File: config.mk
export PLATFORM = sky130hd
export DESIGN_NAME = pfhu_fault_unit
export DESIGN_NICKNAME = d
export VERILOG_FILES = /design/src/hdl/pfhu_fault_unit.v /design/src/hdl/pfhu_addr_store.v
export VERILOG_INCLUDE_DIRS = /design/src /design/src/hdl
export SDC_FILE = /design/constraint.sdc
export NUM_CORES = 1
export LEC_CHECK = 0
export BUFFER_PORTS_ARGS = -buffer_cell sky130_fd_sc_hd__buf_4
export CAP_MARGIN = 20
export CORE_MARGIN = 1
export CORE_UTILIZATION = 55
export CTS_BUF_LIST = sky130_fd_sc_hd__clkbuf_16
export CTS_CLUSTER_SIZE = 10
export DETAILED_ROUTE_END_ITERATION = 16
export HOLD_SLACK_MARGIN = 0.03
export MAX_ROUTING_LAYER = met4
export PLACE_DENSITY = 0.85
export REMOVE_ABC_BUFFERS = 1
export SYNTH_ARGS = -nofsm -noshare
export SYNTH_HDL_FRONTEND = slang
export SYNTH_SLANG_ARGS = --single-unit
File: constraint.sdc
create_clock -name CLOCK_IN -period 2.2 [get_ports CLOCK_IN]
set_clock_uncertainty 0.05 [all_clocks]
set_input_delay 0.33 -clock CLOCK_IN [delete_from_list [all_inputs] [get_ports CLOCK_IN]]
set_output_delay 0.33 -clock CLOCK_IN [all_outputs]
set_load 0.1 [all_outputs]
File: src/hdl/pfhu_map.vh
// Register offsets, field positions and reset values of the fault handling unit
`ifndef PFHU_MAP_VH
`define PFHU_MAP_VH
// ***************************************************************
// Register offsets
// ***************************************************************
`define PFHU_ADDR_HARD_STAT   4'h0
`define PFHU_ADDR_PROT_STAT   4'h1
`define PFHU_ADDR_BUS_STAT    4'h2
`define PFHU_ADDR_USAGE_STAT  4'h3
`define PFHU_ADDR_PROT_ADDR   4'h4
`define PFHU_ADDR_BUS_ADDR    4'h5
`define PFHU_ADDR_PRIO_CFG    4'h6
`define PFHU_ADDR_ENABLE_CTRL 4'h7
`define PFHU_ADDR_STATE       4'h8
// ***************************************************************
// Hard fault status fields
// ***************************************************************
`define PFHU_HF_TABLE_READ_BUS_ERROR_FLAG          0
`define PFHU_HF_ESC           1
// ***************************************************************
// Protection fault status fields
// ***************************************************************
`define PFHU_MF_FETCH         0
`define PFHU_MF_DATA          1
`define PFHU_MF_PUSH          2
`define PFHU_MF_POP           3
`define PFHU_MF_ADDR_VALID    4
// ***************************************************************
// Bus error status fields
// ***************************************************************
`define PFHU_BF_PUSH          0
`define PFHU_BF_POP           1
`define PFHU_BF_PREFETCH      2
`define PFHU_BF_PRECISE       3
`define PFHU_BF_DEFERRED      4
`define PFHU_BF_ADDR_VALID    5
// ***************************************************************
// Usage fault status fields
// ***************************************************************
`define PFHU_UF_COPROC        0
`define PFHU_UF_UNKNOWN       1
`define PFHU_UF_BAD_STATE     2
`define PFHU_UF_BAD_RETURN    3
`define PFHU_UF_MISALIGN      4
`define PFHU_UF_ZERO_DIV      5
// ***************************************************************
// Fault classes and reset values
// ***************************************************************
`define PFHU_CLS_PROT         2'h0
`define PFHU_CLS_BUS          2'h1
`define PFHU_CLS_USAGE        2'h2
`define PFHU_CLS_HARD         2'h3
`define PFHU_PRIO_RESET       24'h000000
`define PFHU_ENABLE_RESET     3'h0
`endif

File: src/hdl/pfhu_fault_unit.v
// Fault detection, classification, escalation and lockup logic
//
// Local design decisions: the address-and-strobe port and the address map.
`timescale 1ns/1ps
`include "pfhu_map.vh"
// Notes on behaviour
// - Bus error on fetch, vector, data faults
// - Undefined opcode or state change faults
// - No-execute fetch gives protection fault always
// - Vector read bus error is hard fault
// - Escalation takes hard fault, sets flag
// - Protection mismatches flagged per access kind
// - Bus errors flagged per access kind
// - Usage faults each carry own flag
// - Bad state: foreign set or continuation
// - Class priorities and enables are configurable
// - Same-kind fault in handler escalates
// - Equal or lower priority fault escalates
// - Disabled class handler fault escalates
// - Push error entering bus handler not escalated
// - Hard fault preempted only by reset, NMI
// - Data protection and precise bus faults record address outside lockup; both in one cycle store only the protection one
// - Hard fault in NMI/hard handler locks up
// - Lockup left by reset, NMI or halt
// - NMI cannot release lockup entered from NMI
// - Equal priority exception escalates; only a kept push error pends
module pfhu_fault_unit #(
  parameter AW = 32,
  parameter PW = 8
) (
  input  wire          CLOCK_IN,
  input  wire          RESETN_IN,
  input  wire [3:0]    REG_ADDR_IN,
  input  wire [31:0]   REG_WDATA_IN,
  input  wire          REG_WR_IN,
  input  wire          REG_RD_IN,
  output reg  [31:0]   REG_RDATA_OUT,
  input  wire          FETCH_BUS_ERR_IN,
  input  wire          VECTOR_BUS_ERR_IN,
  input  wire          DATA_BUS_ERR_IN,
  input  wire          DATA_ERR_DEFERRED_IN,
  input  wire          PUSH_BUS_ERR_IN,
  input  wire          POP_BUS_ERR_IN,
  input  wire          NO_EXECUTE_ATTRIBUTE_IN,
  input  wire          FETCH_PROT_ERR_IN,
  input  wire          DATA_PROT_ERR_IN,
  input  wire          PUSH_PROT_ERR_IN,
  input  wire          POP_PROT_ERR_IN,
  input  wire          COPROC_ACCESS_IN,
  input  wire          UNKNOWN_OPCODE_IN,
  input  wire          FOREIGN_SET_IN,
  input  wire          INTERRUPTED_MULTIPLE_STATE_IN,
  input  wire          NOT_MULTIPLE_TARGET_IN,
  input  wire          BAD_RETURN_CODE_IN,
  input  wire          MISALIGNED_ACCESS_IN,
  input  wire          ZERO_DIVISOR_IN,
  input  wire [AW-1:0] FAULT_ADDR_IN,
  input  wire          ACTIVE_VALID_IN,
  input  wire [PW-1:0] ACTIVE_PRIO_IN,
  input  wire [1:0]    ACTIVE_CLASS_IN,
  input  wire          ACTIVE_IS_FAULT_IN,
  input  wire          ACTIVE_IS_NMI_IN,
  input  wire          ACTIVE_IS_HARD_IN,
  input  wire          ENTERING_BUS_HANDLER_IN,
  input  wire          NMI_IN,
  input  wire          DEBUG_HALT_IN,
  output reg           FAULT_TAKE_OUT,
  output reg  [1:0]    FAULT_CLASS_OUT,
  output reg           FAULT_PEND_OUT,
  output reg           LOCKUP_OUT
);
  // ***************************************************************
  // Declarations
  // ***************************************************************
  localparam ST_RUN     = 2'h0;
  localparam ST_LOCK    = 2'h1;
  localparam ST_LOCKNMI = 2'h2;
  reg [1:0]    hard_fault_status_reg;
  reg [4:0]    protection_fault_status_reg;
  reg [5:0]    bus_error_status_reg;
  reg [5:0]    usage_error_status_reg;
  reg [3*PW-1:0] handler_priority_cfg_reg;
  reg [2:0]    handler_enable_ctrl_reg;
  reg [1:0]    state_reg;
  reg [1:0]    state_next;
  reg          rd_pending_reg;
  reg [3:0]    rd_addr_reg;
  wire [31:0]  addr_rdata;
  wire         wr_hit;
  wire [4:0]   mf_ev;
  wire [5:0]   bf_ev;
  wire [5:0]   uf_ev;
  wire         bad_state;
  wire         prot_ev;
  wire         bus_ev;
  wire         usage_ev;
  wire         table_read_bus_error_flag_ev;
  reg  [1:0]   cls;
  reg  [PW-1:0] cls_prio;
  reg          cls_en;
  reg          escalate;
  reg          push_keep;
  reg  [31:0]  rdata_reg;
  reg          hard_now;
  wire         any_fault;
  wire         lock_enter;
  wire         addr_we;
  wire         addr_wsel;

  function [PW-1:0] prio_of;
    input [1:0]      c;
    input [3*PW-1:0] cfg;
    begin
      case (c)
        `PFHU_CLS_PROT:  prio_of = cfg[PW-1:0];
        `PFHU_CLS_BUS:   prio_of = cfg[2*PW-1:PW];
        `PFHU_CLS_USAGE: prio_of = cfg[3*PW-1:2*PW];
        default:         prio_of = {PW{1'b0}};
      endcase
    end
  endfunction

  // ***************************************************************
  // Fault source classification
  // ***************************************************************
  assign table_read_bus_error_flag_ev   = VECTOR_BUS_ERR_IN;
  assign mf_ev[`PFHU_MF_FETCH] = FETCH_PROT_ERR_IN | NO_EXECUTE_ATTRIBUTE_IN;
  assign mf_ev[`PFHU_MF_DATA]  = DATA_PROT_ERR_IN;
  assign mf_ev[`PFHU_MF_PUSH]  = PUSH_PROT_ERR_IN;
  assign mf_ev[`PFHU_MF_POP]   = POP_PROT_ERR_IN;
  assign mf_ev[`PFHU_MF_ADDR_VALID] = DATA_PROT_ERR_IN;
  assign bf_ev[`PFHU_BF_PUSH]     = PUSH_BUS_ERR_IN;
  assign bf_ev[`PFHU_BF_POP]      = POP_BUS_ERR_IN;
  assign bf_ev[`PFHU_BF_PREFETCH] = FETCH_BUS_ERR_IN;
  assign bf_ev[`PFHU_BF_PRECISE]  = DATA_BUS_ERR_IN & ~DATA_ERR_DEFERRED_IN;
  assign bf_ev[`PFHU_BF_DEFERRED] = DATA_BUS_ERR_IN & DATA_ERR_DEFERRED_IN;
  assign bf_ev[`PFHU_BF_ADDR_VALID] = bf_ev[`PFHU_BF_PRECISE];
  assign bad_state = FOREIGN_SET_IN |
                     (INTERRUPTED_MULTIPLE_STATE_IN & NOT_MULTIPLE_TARGET_IN);
  assign uf_ev[`PFHU_UF_COPROC]     = COPROC_ACCESS_IN;
  assign uf_ev[`PFHU_UF_UNKNOWN]    = UNKNOWN_OPCODE_IN;
  assign uf_ev[`PFHU_UF_BAD_STATE]  = bad_state;
  assign uf_ev[`PFHU_UF_BAD_RETURN] = BAD_RETURN_CODE_IN;
  assign uf_ev[`PFHU_UF_MISALIGN]   = MISALIGNED_ACCESS_IN;
  assign uf_ev[`PFHU_UF_ZERO_DIV]   = ZERO_DIVISOR_IN;
  assign prot_ev  = |mf_ev[3:0];
  assign bus_ev   = |bf_ev[4:0];
  assign usage_ev = |uf_ev;
  assign any_fault = table_read_bus_error_flag_ev | prot_ev | bus_ev | usage_ev;

  // ***************************************************************
  // Escalation decision
  // ***************************************************************
  always @* begin
    if (prot_ev) begin
      cls = `PFHU_CLS_PROT;
    end else if (bus_ev) begin
      cls = `PFHU_CLS_BUS;
    end else begin
      cls = `PFHU_CLS_USAGE;
    end
    cls_prio = prio_of(cls, handler_priority_cfg_reg);
    cls_en   = handler_enable_ctrl_reg[cls];
    escalate = 1'b0;
    push_keep = bus_ev && !prot_ev && PUSH_BUS_ERR_IN && ENTERING_BUS_HANDLER_IN;
    if (!cls_en) begin
      escalate = 1'b1;
    end
    if (ACTIVE_VALID_IN && ACTIVE_IS_FAULT_IN && ACTIVE_CLASS_IN == cls) begin
      escalate = 1'b1;
    end
    if (ACTIVE_VALID_IN && cls_prio >= ACTIVE_PRIO_IN) begin
      escalate = 1'b1;
    end
    if (push_keep) begin
      escalate = 1'b0;
    end
    hard_now = table_read_bus_error_flag_ev | ((prot_ev | bus_ev | usage_ev) & escalate);
  end

  // Hard fault inside NMI or hard handler cannot preempt and locks up
  assign lock_enter = hard_now & ACTIVE_VALID_IN &
                      (ACTIVE_IS_NMI_IN | ACTIVE_IS_HARD_IN);

  // ***************************************************************
  // Lockup state machine
  // ***************************************************************
  always @* begin
    case (state_reg)
      ST_RUN: begin
        if (lock_enter && ACTIVE_IS_NMI_IN) begin
          state_next = ST_LOCKNMI;
        end else if (lock_enter) begin
          state_next = ST_LOCK;
        end else begin
          state_next = ST_RUN;
        end
      end
      ST_LOCK: begin
        if (NMI_IN || DEBUG_HALT_IN) begin
          state_next = ST_RUN;
        end else begin
          state_next = ST_LOCK;
        end
      end
      ST_LOCKNMI: begin
        if (DEBUG_HALT_IN) begin
          state_next = ST_RUN;
        end else begin
          state_next = ST_LOCKNMI;
        end
      end
      default: state_next = ST_RUN;
    endcase
  end

  // ***************************************************************
  // Register bus
  // ***************************************************************
  assign wr_hit = REG_WR_IN;
  assign addr_we   = (prot_ev & DATA_PROT_ERR_IN) | bf_ev[`PFHU_BF_PRECISE];
  assign addr_wsel = ~(prot_ev & DATA_PROT_ERR_IN);

  pfhu_addr_store #(
    .AW          (AW)
  ) u_addr_store (
    .clk_in      (CLOCK_IN),
    .resetn_in   (RESETN_IN),
    .wr_en_in    (addr_we & (state_reg == ST_RUN)),
    .wr_sel_in   (addr_wsel),
    .wr_data_in  (FAULT_ADDR_IN),
    .rd_sel_in   (REG_ADDR_IN == `PFHU_ADDR_BUS_ADDR),
    .rd_data_out (addr_rdata)
  );

  // Address words come from the store's own register
  always @* begin
    if (rd_pending_reg && (rd_addr_reg == `PFHU_ADDR_PROT_ADDR ||
                           rd_addr_reg == `PFHU_ADDR_BUS_ADDR)) begin
      REG_RDATA_OUT = addr_rdata;
    end else begin
      REG_RDATA_OUT = rdata_reg;
    end
  end

  // ***************************************************************
  // Status and control registers
  // ***************************************************************
  always @(posedge CLOCK_IN or negedge RESETN_IN) begin
    if (!RESETN_IN) begin
      hard_fault_status_reg       <= 2'h0;
      protection_fault_status_reg <= 5'h00;
      bus_error_status_reg        <= 6'h00;
      usage_error_status_reg      <= 6'h00;
      handler_priority_cfg_reg    <= `PFHU_PRIO_RESET;
      handler_enable_ctrl_reg     <= `PFHU_ENABLE_RESET;
      state_reg                   <= ST_RUN;
      rd_pending_reg              <= 1'b0;
      rd_addr_reg                 <= 4'h0;
      rdata_reg                   <= 32'h00000000;
      FAULT_TAKE_OUT              <= 1'b0;
      FAULT_CLASS_OUT             <= 2'h0;
      FAULT_PEND_OUT              <= 1'b0;
      LOCKUP_OUT                  <= 1'b0;
    end else begin
      state_reg  <= state_next;
      LOCKUP_OUT <= (state_next != ST_RUN);
      // Write-one-to-clear, a new event wins over the clear
      hard_fault_status_reg <= (hard_fault_status_reg &
          ~((wr_hit && REG_ADDR_IN == `PFHU_ADDR_HARD_STAT) ? REG_WDATA_IN[1:0] : 2'h0)) |
          {hard_now & ~table_read_bus_error_flag_ev, table_read_bus_error_flag_ev};
      protection_fault_status_reg <= (protection_fault_status_reg &
          ~((wr_hit && REG_ADDR_IN == `PFHU_ADDR_PROT_STAT) ? REG_WDATA_IN[4:0] : 5'h00)) |
          mf_ev;
      bus_error_status_reg <= (bus_error_status_reg &
          ~((wr_hit && REG_ADDR_IN == `PFHU_ADDR_BUS_STAT) ? REG_WDATA_IN[5:0] : 6'h00)) |
          bf_ev;
      usage_error_status_reg <= (usage_error_status_reg &
          ~((wr_hit && REG_ADDR_IN == `PFHU_ADDR_USAGE_STAT) ? REG_WDATA_IN[5:0] : 6'h00)) |
          uf_ev;
      if (wr_hit && REG_ADDR_IN == `PFHU_ADDR_PRIO_CFG) begin
        handler_priority_cfg_reg <= REG_WDATA_IN[3*PW-1:0];
      end
      if (wr_hit && REG_ADDR_IN == `PFHU_ADDR_ENABLE_CTRL) begin
        handler_enable_ctrl_reg <= REG_WDATA_IN[2:0];
      end
      // Fault request toward the prioritiser
      FAULT_TAKE_OUT  <= any_fault & (state_reg == ST_RUN) & ~lock_enter &
                         (hard_now | push_keep | ~ACTIVE_VALID_IN |
                          cls_prio < ACTIVE_PRIO_IN);
      FAULT_CLASS_OUT <= hard_now ? `PFHU_CLS_HARD : cls;
      FAULT_PEND_OUT  <= any_fault & ~hard_now & ACTIVE_VALID_IN &
                         (cls_prio == ACTIVE_PRIO_IN) & ~escalate;
      rd_pending_reg <= REG_RD_IN;
      rd_addr_reg    <= REG_ADDR_IN;
      if (REG_RD_IN) begin
        case (REG_ADDR_IN)
          `PFHU_ADDR_HARD_STAT:   rdata_reg <= {30'h0, hard_fault_status_reg};
          `PFHU_ADDR_PROT_STAT:   rdata_reg <= {27'h0, protection_fault_status_reg};
          `PFHU_ADDR_BUS_STAT:    rdata_reg <= {26'h0, bus_error_status_reg};
          `PFHU_ADDR_USAGE_STAT:  rdata_reg <= {26'h0, usage_error_status_reg};
          `PFHU_ADDR_PRIO_CFG:    rdata_reg <= {{(32-3*PW){1'b0}}, handler_priority_cfg_reg};
          `PFHU_ADDR_ENABLE_CTRL: rdata_reg <= {29'h0, handler_enable_ctrl_reg};
          `PFHU_ADDR_STATE:       rdata_reg <= {30'h0, state_reg};
          default:                rdata_reg <= 32'h00000000;
        endcase
      end else begin
        rdata_reg <= 32'h00000000;
      end
    end
  end

endmodule // pfhu_fault_unit

File: src/hdl/pfhu_addr_store.v
// Two-word fault address memory with registered read data
`timescale 1ns/1ps
module pfhu_addr_store #(
  parameter AW = 32
) (
  input  wire          clk_in,
  input  wire          resetn_in,
  input  wire          wr_en_in,
  input  wire          wr_sel_in,
  input  wire [AW-1:0] wr_data_in,
  input  wire          rd_sel_in,
  output reg  [AW-1:0] rd_data_out
);
  reg [AW-1:0] mem_reg [0:1];
  // ***************************************************************
  // Storage
  // ***************************************************************
  always @(posedge clk_in or negedge resetn_in) begin
    if (!resetn_in) begin
      mem_reg[0]  <= {AW{1'b0}};
      mem_reg[1]  <= {AW{1'b0}};
      rd_data_out <= {AW{1'b0}};
    end else begin
      if (wr_en_in) begin
        mem_reg[wr_sel_in] <= wr_data_in;
      end
      rd_data_out <= mem_reg[rd_sel_in];
    end
  end
endmodule // pfhu_addr_store

==> metrics <==
Vias/cell 5.70; area grow syn2layout 35.2%; Final min period 2550 ps; H-tree depth 4; Ys Warns 0; Starting Density 57.0%; Pwr per Cell Area 846 nW/µm²; Routed Wire Length 19,800 µm; IO Count 145; total CTS buffers 17; Hold Violations, Final 0; sequential cell area 4430 µm²; Post-synth EDFFs 0; number of flip-flops in the largest register 64; Final #Nets 861; first-pass GRT wire length 31,200 µm; CP max stage cell or4_4; final worst setup slack -354 ps; Max Cap Viol 0; crit-path cells buf_6, or4_4, buf_6, mux2i_1, o21ai_1, ha_2, a21o_1, a222oi_1, a31oi_4, nor2_4, o21ai_1; Rows 42; NetSw 2.36 mW; number of setup violations in the final report 39; commonest cells after routing, fill and taps aside dfrtp_1, mux2_2, buf_4; compound-cell area share of the yosys netlist 5.62%; # DRC 0; Synth cell types 49; clock tree buffer depth 2; wire length per cell 21.2 µm; main combinational cell family by area after synthesis multiplexers; Setup crit start PUSH_BUS_ERR_IN; share of cells above drive strength 1 49.2%; final instance area 10,300 µm²; Max VDD drop 0.613 mV; width of the die 120 µm; most common cell after layout, fill and taps aside dfrtp_1; Comb power frac 19.9%; failing checks negative setup slack; core area 13,400 µm²; Final Max Slew Viols 0; DRT iter0 DRCs 421; GRT overflow 0; filler cell count 797; GRT Total Usage 30.4%; slowest stage delay, CP 630 ps; Worst slew margin 67.8%; routability-driven placement congestion ratio 0.891; dpl hpwl 12,300 µm; area share of xor/xnor cells in the synthesized design 0%; PortBufs 136; post-place setup slack -834 ps; multi-input logic area 3200 µm²; share of flip-flops with an asynchronous set or reset 100%; run status finished with violations; sequential fraction of the synthesis area 58.0%; min-delay src MISALIGNED_ACCESS_IN; TritonCTS Sinks 177; placed cell areas 9000 µm²; utilization after layout 77.0%; simple-gate share of the synthesized area 8.75%; RSZ-0062 raised after global routing true; RR Startpoint handler_priority_cfg_reg[13]; part of the cycle the worst path needs 116%; Clock transition at path regs 60 ps; Reg power frac 48.2%; CP required 2450 ps; Mapped Area 7630 µm²; n_diodes 0; kind of critical path in2reg; mux cell area share after synthesis 23.7%; switching share of power 27.0%; CTS tree built; syn avg cell area 13.2 µm²; vias in the first global route 5,844; Synth Area in Adders 1.31%; Seq cells post-synth 177; fmax 392 MHz; Top FF cell, synth dfrtp_1; Power Total 8.73 mW; drt pass-1 iters 5; cell chosen for the clock root clkbuf_16; full die area 14,400 µm²; ANT nets after route 0; Synth Instances 578; vias after detailed routing 5,322; initial antenna violation count 0; Leak 4.70 nW; Clock power frac 31.9%; Pint 6.37 mW; Critical Path End Type register; worst-margin pin slew 482 ps; largest net degree at the start of global routing 61; CP max FO 6; clk_lat worst skew 430 ps; CP arrival 2810 ps; die height 120 µm; Hold WC Path Type in2reg; startpoint types primary input
cells by family after synthesis:
| family | Yosys count |
|---|---|
| and+or+nand+nor | 126 |
| DFF | 177 |
| adders and majority gates | 8 |
| muxes | 162 |
| AOI/OAI and AO/OA | 61 |
| buffers and inverters | 44 |
critical path: cells and delay by family:
family                   cells  cell delay, ps
multiplexers                 1             170
AND/OR/NAND/NOR              2             810
adder cells (fa/ha/maj)      1             190
AO/OA/AOI/OAI                5            1050
buffers and inverters        2             260
stage by stage:
stage | cells | setup TNS (ps) | hold slack (ps)
2_1_floorplan | 549 | -105780 | -15.6
3_3_place_gp | 885 | -4910 | 233
3_5_place_dp | 885 | -5910 | 247
4_1_cts | 933 | -8690 | 34.9
5_1_grt | 934 | -9990 | 40.2
6_report | 934 | -7460 | 47.5
timing repair:
action,4_1_cts,5_1_grt
setup endpoints to repair,39,40
setup buffers,8,2
pin swaps,17,16
resized for setup,127,32
hold buffers,5,0
cloned,3,0
endpoints found under the hold margin,50,0
synth_stat cells, types with 3 or more instances:
cell type  count  area share [%]
nand2_1       37             1.8
nor2b_1        3            0.25
a21o_1        15             1.5
and2_1         8            0.66
mux2_2       151              22
nor3_1        12            0.79
nand4_1        3            0.25
mux2i_1       10             1.3
nand2b_1       4            0.33
o21ai_0       15            0.98
a21oi_1       10            0.66
clkbuf_1      14            0.69
or3_1          5            0.41
nand3_1        5            0.33
dfrtp_1      177              58
nor2_1        16            0.79
buf_2         11            0.72
inv_1         15            0.74
and3_1        21             1.7
ha_1           8             1.3
routing by layer:
| metal | global-route usage [%] | wire, µm | vias to the layer above |
|---|---|---|---|
| li1 | - | - | 2378 |
| met5 | - | 0 | - |
| met2 | 52.2 | 10600 | 188 |
| met3 | 6.51 | 1000 | 32 |
| met1 | 35.8 | 7830 | 2724 |
| met4 | 9.30 | 337 | 0 |
power by group through the flow:
stage	logic (mW)	clock network [mW]	registers [mW]
finish	1.73	2.79	4.21
global route	1.84	2.97	4.26
CTS	1.68	2.81	4.18
detailed placement	1.55	0	4.22
global placement	1.46	0	4.17
floorplan	0.981	0	4.17
final cells by class:
| type | instances | area share, % |
|---|---|---|
| Clock inverter | 15 | 1.10 |
| Multi-Input combinational cell | 357 | 31.0 |
| Inverter | 15 | 0.546 |
| Clock buffer | 17 | 4.12 |
| Tap cell | 176 | 2.13 |
| Sequential cell | 177 | 42.9 |
| Timing Repair Buffer | 177 | 18.2 |
worst paths after layout:
check	to	slack, ps	depth (start not counted)
max	FAULT_CLASS_OUT[0]	-350	11
min	usage_error_status_reg[4]	50	2
max reg2reg	FAULT_CLASS_OUT[0]	-90	8
min reg2reg	usage_error_status_reg[3]	440	1
max in group asynchronous	u_addr_store.mem_reg[26]	1070	3
min in group asynchronous	u_addr_store.rd_data_out[8]	350	2
(Power assumes the default switching activity.)
